### src/rtl/lan_status_defs.vh
`ifndef LAN_STATUS_DEFS_VH
`define LAN_STATUS_DEFS_VH

// register byte offsets (word aligned)
`define OFS_PRESENT_STATE  4'h0
`define OFS_FORCE_EVENT    4'h4
`define OFS_FUNC_EVENT     4'h8
`define OFS_EVENT_MASK     4'hc
`define OFS_WAKE_CTRL      5'h10
`define OFS_IRQ_STATUS     5'h14
`define OFS_IRQ_MASK       5'h18

// field positions shared by present, force, event and mask registers
`define BIT_LAN_INTERRUPT_SOURCE           15
`define BIT_WKUP           14
`define BIT_GENERAL_WAKE_SOURCE          4
`define BIT_BATT_READY     2
`define BIT_BATT_WP        1

// wake control register fields
`define BIT_LINK_WAKE_EN   0
`define BIT_PATTERN_DIS    1
`define BIT_FILTER_EN      2
`define BIT_HOST_IRQ_EN    3
`define BIT_PME_EN         4
`define BIT_PME_STATUS     5

// interrupt status fields
`define BIT_IRQ_FORCE_INT  0
`define BIT_IRQ_FORCE_WAKE 1
`define BIT_IRQ_WAKE_RISE  2

`define RST_ZERO32         32'h0000_0000
`define RST_WAKE_CTRL      6'h00

`endif

### src/rtl/lan_status_force.v
// What this block does
// - present state reserved bits read zero
// - bit 15 mirrors live interrupt source, unmasked
// - interrupt bit follows pending until all acknowledged
// - bit 4 ORs three gated wake bits
// - link change wake gated by enable
// - pattern wake suppressed by disable bit
// - interesting frame wake gated by filter
// - battery ready bit2, write protect bit1
// - force bit 15 sets event interrupt
// - forced interrupt drives intA when unmasked
// - force bit 4 sets status-change event
// - forced wake drives status-change pin when both masks set or pme enabled
// - writing zero to force changes nothing
// - force reserved bits ignored on write
// - intA needs event mask and host mask
// - cstschg needs both masks, or pme enable
// - write one clears general wake and pme
`timescale 1ns/1ps
`include "lan_status_defs.vh"

module lan_status_force (
  // clock and reset
  input  wire        i_clk,
  input  wire        i_rst_n,
  // wishbone slave
  input  wire        i_wb_cyc,
  input  wire        i_wb_stb,
  input  wire        i_wb_we,
  input  wire [4:0]  i_wb_adr,
  input  wire [3:0]  i_wb_sel,
  input  wire [31:0] i_wb_dat,
  output wire [31:0] o_wb_dat,
  output wire        o_wb_ack,
  // live sources from the lan function
  input  wire        i_lan_interrupt_source,
  input  wire        i_power_mgmt_driver_register_link_change,
  input  wire        i_power_mgmt_driver_register_pattern_frame,
  input  wire        i_power_mgmt_driver_register_interesting_frame,
  input  wire        i_battery_detect_ready,
  input  wire        i_battery_detect_write_protect,
  // card pins and interrupt
  output wire        o_inta_n,
  output wire        o_cstschg,
  output wire        o_irq
);

  reg  [31:0] dat_ff;
  reg         ack_ff;
  reg         inta_n_ff;
  reg         cstschg_ff;
  reg         irq_ff;
  reg  [31:0] nxt_dat;

  // function event and event mask, only the bits we keep
  reg         ev_lan_interrupt_source_ff;
  reg         ev_general_wake_source_ff;
  reg         mask_lan_interrupt_source_ff;
  reg         mask_wkup_ff;
  reg         mask_general_wake_source_ff;
  reg  [5:0]  wake_ctrl_ff;
  reg  [2:0]  irq_status_ff;
  reg  [2:0]  irq_mask_ff;
  reg         general_wake_source_prev_ff;

  wire access    = i_wb_cyc & i_wb_stb & ~ack_ff;
  wire wr        = access & i_wb_we;
  wire lane0     = i_wb_sel[0];
  wire lane1     = i_wb_sel[1];
  wire wr_force  = wr & (i_wb_adr == `OFS_FORCE_EVENT);
  wire wr_event  = wr & (i_wb_adr == `OFS_FUNC_EVENT);
  wire wr_mask   = wr & (i_wb_adr == `OFS_EVENT_MASK);
  wire wr_wctl   = wr & (i_wb_adr == `OFS_WAKE_CTRL);
  wire wr_ists   = wr & (i_wb_adr == `OFS_IRQ_STATUS);
  wire wr_imsk   = wr & (i_wb_adr == `OFS_IRQ_MASK);

  // reserved force bits are simply never looked at
  wire force_int  = wr_force & lane1 &
                    i_wb_dat[`BIT_LAN_INTERRUPT_SOURCE];
  wire force_wake = wr_force & lane0 &
                    i_wb_dat[`BIT_GENERAL_WAKE_SOURCE];

  // gated wake sources
  wire link_w  = i_power_mgmt_driver_register_link_change &
                 wake_ctrl_ff[`BIT_LINK_WAKE_EN];
  wire patt_w  = i_power_mgmt_driver_register_pattern_frame &
                 ~wake_ctrl_ff[`BIT_PATTERN_DIS];
  wire intf_w  = i_power_mgmt_driver_register_interesting_frame &
                 wake_ctrl_ff[`BIT_FILTER_EN];
  wire general_wake_source = link_w | patt_w | intf_w;

  wire clr_general_wake_source = (wr_event & lane0 & i_wb_dat[`BIT_GENERAL_WAKE_SOURCE]) |
                   (wr_wctl & lane0 & i_wb_dat[`BIT_PME_STATUS]);
  wire set_general_wake_source = general_wake_source | force_wake;
  wire wake_rise = general_wake_source & ~general_wake_source_prev_ff;
  wire [2:0] irq_events = {wake_rise, force_wake, force_int};

  // present state composition; everything else stays zero
  wire [31:0] present_state = {16'h0000,
    i_lan_interrupt_source,
    10'h000,
    general_wake_source,
    1'b0, i_battery_detect_ready, i_battery_detect_write_protect,
    1'b0};

  always @* begin
    nxt_dat = `RST_ZERO32;
    if (i_wb_adr == `OFS_PRESENT_STATE) begin
      nxt_dat = present_state;
    end else if (i_wb_adr == `OFS_FORCE_EVENT) begin
      nxt_dat = `RST_ZERO32;
    end else if (i_wb_adr == `OFS_FUNC_EVENT) begin
      nxt_dat[`BIT_LAN_INTERRUPT_SOURCE]  = ev_lan_interrupt_source_ff;
      nxt_dat[`BIT_GENERAL_WAKE_SOURCE] = ev_general_wake_source_ff;
    end else if (i_wb_adr == `OFS_EVENT_MASK) begin
      nxt_dat[`BIT_LAN_INTERRUPT_SOURCE]  = mask_lan_interrupt_source_ff;
      nxt_dat[`BIT_WKUP]  = mask_wkup_ff;
      nxt_dat[`BIT_GENERAL_WAKE_SOURCE] = mask_general_wake_source_ff;
    end else if (i_wb_adr == `OFS_WAKE_CTRL) begin
      nxt_dat[5:0] = wake_ctrl_ff;
    end else if (i_wb_adr == `OFS_IRQ_STATUS) begin
      nxt_dat[2:0] = irq_status_ff;
    end else if (i_wb_adr == `OFS_IRQ_MASK) begin
      nxt_dat[2:0] = irq_mask_ff;
    end
  end

  always @(posedge i_clk) begin
    if (!i_rst_n) begin
      dat_ff        <= `RST_ZERO32;
      ack_ff        <= 1'b0;
      ev_lan_interrupt_source_ff    <= 1'b0;
      ev_general_wake_source_ff   <= 1'b0;
      mask_lan_interrupt_source_ff  <= 1'b0;
      mask_wkup_ff  <= 1'b0;
      mask_general_wake_source_ff <= 1'b0;
      wake_ctrl_ff  <= `RST_WAKE_CTRL;
      irq_status_ff <= 3'h0;
      irq_mask_ff   <= 3'h0;
      general_wake_source_prev_ff <= 1'b0;
      inta_n_ff     <= 1'b1;
      cstschg_ff    <= 1'b0;
      irq_ff        <= 1'b0;
    end else begin
      // every address acks, unmapped ones read zero
      ack_ff        <= access;
      dat_ff        <= access ? nxt_dat : `RST_ZERO32;
      general_wake_source_prev_ff <= general_wake_source;

      // event interrupt bit: set beats clear, write-one-to-clear
      if (force_int | i_lan_interrupt_source)
        ev_lan_interrupt_source_ff <= 1'b1;
      else if (wr_event & lane1 & i_wb_dat[`BIT_LAN_INTERRUPT_SOURCE])
        ev_lan_interrupt_source_ff <= 1'b0;

      if (set_general_wake_source)
        ev_general_wake_source_ff <= 1'b1;
      else if (clr_general_wake_source)
        ev_general_wake_source_ff <= 1'b0;

      if (wr_mask & lane1) begin
        mask_lan_interrupt_source_ff <= i_wb_dat[`BIT_LAN_INTERRUPT_SOURCE];
        mask_wkup_ff <= i_wb_dat[`BIT_WKUP];
      end
      if (wr_mask & lane0)
        mask_general_wake_source_ff <= i_wb_dat[`BIT_GENERAL_WAKE_SOURCE];

      if (wr_wctl & lane0)
        wake_ctrl_ff[4:0] <= i_wb_dat[4:0];
      // pme status mirrors general wake; set wins, clears with it
      if (set_general_wake_source)
        wake_ctrl_ff[`BIT_PME_STATUS] <= 1'b1;
      else if (clr_general_wake_source)
        wake_ctrl_ff[`BIT_PME_STATUS] <= 1'b0;

      if (wr_imsk & lane0)
        irq_mask_ff <= i_wb_dat[2:0];
      irq_status_ff <= irq_events |
        (irq_status_ff & ~((wr_ists & lane0) ? i_wb_dat[2:0] : 3'h0));
      irq_ff <= |(irq_status_ff & irq_mask_ff);

      // pins follow event bits, gated by both mask layers; pme enable alone also opens cstschg
      inta_n_ff <= ~(ev_lan_interrupt_source_ff & mask_lan_interrupt_source_ff &
                     wake_ctrl_ff[`BIT_HOST_IRQ_EN]);
      cstschg_ff <= ev_general_wake_source_ff &
        ((mask_wkup_ff & mask_general_wake_source_ff) |
         wake_ctrl_ff[`BIT_PME_EN]);
    end
  end

  assign o_wb_dat  = dat_ff;
  assign o_wb_ack  = ack_ff;
  assign o_inta_n  = inta_n_ff;
  assign o_cstschg = cstschg_ff;
  assign o_irq     = irq_ff;

endmodule // lan_status_force
### config.mk
export PLATFORM = sky130hd
export DESIGN_NAME = lan_status_force
export DESIGN_NICKNAME = d
export VERILOG_FILES = /design/src/rtl/lan_status_force.v
export VERILOG_INCLUDE_DIRS = /design/src /design/src/rtl
export SDC_FILE = /design/constraint.sdc
export NUM_CORES = 1
export LEC_CHECK = 0
export BUFFER_PORTS_ARGS = -buffer_cell sky130_fd_sc_hd__buf_4
export CAP_MARGIN = 5
export CORE_MARGIN = 2
export CORE_UTILIZATION = 35
export CTS_CLUSTER_SIZE = 28
export DETAILED_ROUTE_END_ITERATION = 8
export GPL_ROUTABILITY_DRIVEN = 0
export MAX_ROUTING_LAYER = met4
export PLACE_DENSITY = 0.67
export SYNTH_ARGS = -nofsm -noshare
export SYNTH_HDL_FRONTEND = slang
export SYNTH_SLANG_ARGS = --single-unit
### constraint.sdc
create_clock -name i_clk -period 1.6 [get_ports i_clk]
set_input_delay 0.24 -clock i_clk [delete_from_list [all_inputs] [get_ports i_clk]]
set_output_delay 0.24 -clock i_clk [all_outputs]
set_load 0.02 [all_outputs]
==> impl_metrics.env <==
export IMPL_grt_setup_unrepaired="no"
export IMPL_final_nets=253
export IMPL_clk_pin_slew_worst_paths_ns=0.06
export IMPL_drt_iter0_drc=69
export IMPL_avgViaCountPerCell=4.74
export IMPL_post_route_min_period_ns=1.48
export IMPL_power_frac_comb_pct=13.1
export IMPL_path_delay_family="simple AND/OR/NAND/NOR gates"
export IMPL_ys_warn_count=0
export IMPL_crit_slowest_cell="and4b_1"
export IMPL_p_seq_share_pct=49.0
export IMPL_initial_core_util_pct=36.4
export IMPL_cts_setup_buffers=0
export IMPL_fin_tns_setup_ns=0
export IMPL_grt_ovfl_total=0
export IMPL_dieArea_um2=4720
export IMPL_wl_per_cell_um=12.8
export IMPL_synth_area_top_cells="dfxtp_1 (40%), buf_4 (12%), mux2i_1 (6.8%)"
export IMPL_crit_chain="and4b_1 > nand4_2 > mux2i_1 > nor2_1"
export IMPL_fin_worst_skew_ns=0.00903
export IMPL_io_buffers=37
export IMPL_fp_dieH_um=68.7
export IMPL_power_frac_clock_pct=38.0
export IMPL_synth_avg_cell_area_um2=9.11
export IMPL_dpl_hpwl_mm=2.44
export IMPL_core_area_um2=4030
export IMPL_clk_latency_ns=0.28
export IMPL_die_w_um=68.7
export IMPL_hp_class="input pin to flop"
export IMPL_end_kind="flop"
export IMPL_synth_cell_types=41
export IMPL_internal_power_uw=1100
export IMPL_hold_buffers=0
export IMPL_area_growth_pct=22.1
export IMPL_synth_top_area_share_pct=39.6
export IMPL_drive_gt1_share_pct=28.2
export IMPL_crit_fanout=9
export IMPL_finalCritPeriodShare_pct=92.2
export IMPL_antenna_found_initial=0
export IMPL_cpPeakStageDelay_ns=0.45
export IMPL_maxCapViolCount=0
export IMPL_cts_root_buffer="clkbuf_8"
export IMPL_finalSetupViolations=0
export IMPL_numClockSinks=29
export IMPL_synth_top_cell_by_area="dfxtp_1"
export IMPL_grt_pass1_vias=1072
export IMPL_cts_path_max_buffers=2
export IMPL_power_density_nw_per_um2=840
export IMPL_via_count=1195
export IMPL_crit_required_ns=1.76
export IMPL_arrival_ns=1.63
export IMPL_routed_wl_mm=3.23
export IMPL_cts_max_level=2
export IMPL_r2r_cells=4
export IMPL_async_flop_share_pct=0
export IMPL_crit_cells=4
export IMPL_grtUsageTotal_pct=15.3
export IMPL_grt_first_pass_wirelength_mm=5.06
export IMPL_io_pins=88
export IMPL_drt_first_pass_iters=5
export IMPL_cts_tree="built"
export IMPL_synth_main_ff_cell="dfxtp_1"
export IMPL_cts_buffers=5
export IMPL_drc=0
export IMPL_peakVddDrop_mv=0.300
export IMPL_synth_cells=161
export IMPL_synth_edf_count=0
export IMPL_ys_seq_area_share_pct=39.6
export IMPL_crit_buf_inv=0
export IMPL_stdcell_count=252
export IMPL_start_kind="flop"
export IMPL_grt_max_degree=19
export IMPL_dp_cells=244
export IMPL_hold_violations=0
export IMPL_hold_path_depth=2
export IMPL_fp_row_count=23
export IMPL_synth_seq_cells=29
export IMPL_critical_path_class="flop to flop"
export IMPL_cts_resized=0
export IMPL_power_leakage_uw=0.000862
export IMPL_switchingPower_uw=400
export IMPL_status="finished clean"
export IMPL_maxSlewViolCount=0
export IMPL_syn_area_um2=1470
export IMPL_drt_antenna_violating_nets=0
export IMPL_switching_share_pct=26.6
export IMPL_clock_fmax_mhz=678
export IMPL_diodes=0
-- cell usage in the layout, fill, tap and decap left out, types with 3 or more instances in the layout --
cell type,instances
nand3_1,3
nand2_1,10
a21oi_1,8
clkbuf_8,5
nand4_1,3
o21ai_0,3
buf_4,41
mux2i_1,10
nor2b_1,4
conb_1,24
inv_1,6
dfxtp_1,29
and2_1,3
nor2_1,16
-- cells by family (layout without fill, tap and decap cells) --
family,Yosys count,count (layout),share of synthesized area [%]
AO/OA/AOI/OAI,26,26,12.4
flip-flops,29,29,39.6
AND/OR/NAND/NOR,57,57,24.0
buffers and inverters,37,55,16.2
other,1,24,0.256
multiplexers,11,11,7.59
-- stage by stage --
step	power, µW	util [%]	instance area [µm²]	worst slack (ns)	hold WS [ns]
after detailed placement	947	42.4	1710	0.144	0.408
after floorplan	909	-	1550	0.222	0.366
after global placement	945	42.4	1710	0.150	0.405
after global routing	1570	44.4	1790	0.00266	0.192
final	1500	44.4	1790	0.125	0.187
after CTS	1510	44.4	1790	0.137	0.188
-- flip-flops by register name, indices dropped and copies added, names as in the netlist --
name                          flops
irq_status_ff                     3
o_wb_dat                          8
mask_wkup_ff                      1
o_inta_n                          1
irq_mask_ff                       3
o_irq                             1
wake_ctrl_ff                      6
ev_lan_interrupt_source_ff        1
o_cstschg                         1
o_wb_ack                          1
general_wake_source_prev_ff       1
mask_general_wake_source_ff       1
mask_lan_interrupt_source_ff      1
-- synth_stat cells (all sizes together) (3+ instances only) --
| master | number |
|---|---|
| dfxtp | 29 |
| buf | 26 |
| nand4 | 4 |
| inv | 6 |
| o21ai | 3 |
| nor2 | 16 |
| mux2i | 10 |
| clkbuf | 5 |
| nand3 | 3 |
| nand2 | 10 |
| nor2b | 4 |
| and4 | 4 |
| and2 | 3 |
| a21oi | 8 |
-- cell type report --
class	instances	area [µm²]
repair buffers	41	308
well taps	50	62.6
fillers	413	2240
clock inverters	2	10.0
inverters	6	22.5
multi-input cells	118	734
flip-flops and latches	29	581
clock buffers	6	72.6
-- power by group through the flow --
stage | Sequential [µW] | Clock [µW] | Combinational [µW]
3_3_place_gp | 752 | 0 | 193
5_1_grt | 737 | 619 | 215
6_report | 737 | 571 | 197
4_1_cts | 736 | 582 | 195
3_5_place_dp | 753 | 0 | 195
2_1_floorplan | 753 | 0 | 156
-- path summary, 6_finish.rpt --
check | start | endpoint | slack, ns
max | o_wb_ack | wake_ctrl_ff[0] | 0.12
min | i_battery_detect_write_protect | o_wb_dat[1] | 0.19
min reg2reg | mask_lan_interrupt_source_ff | o_inta_n | 0.42
max reg2reg | o_wb_ack | wake_ctrl_ff[0] | 0.12
-- per-layer routing --
metal  vias to the layer above  track usage, %  part of all wire (%)
met4                         0            5.15                   1.4
li1                        599               -                     -
met5                         -               -                     0
met2                        50            23.4                    45
met3                         6            5.03                   7.6
met1                       540            19.0                    46
No activity file was read; power rests on OpenSTA's default activity.
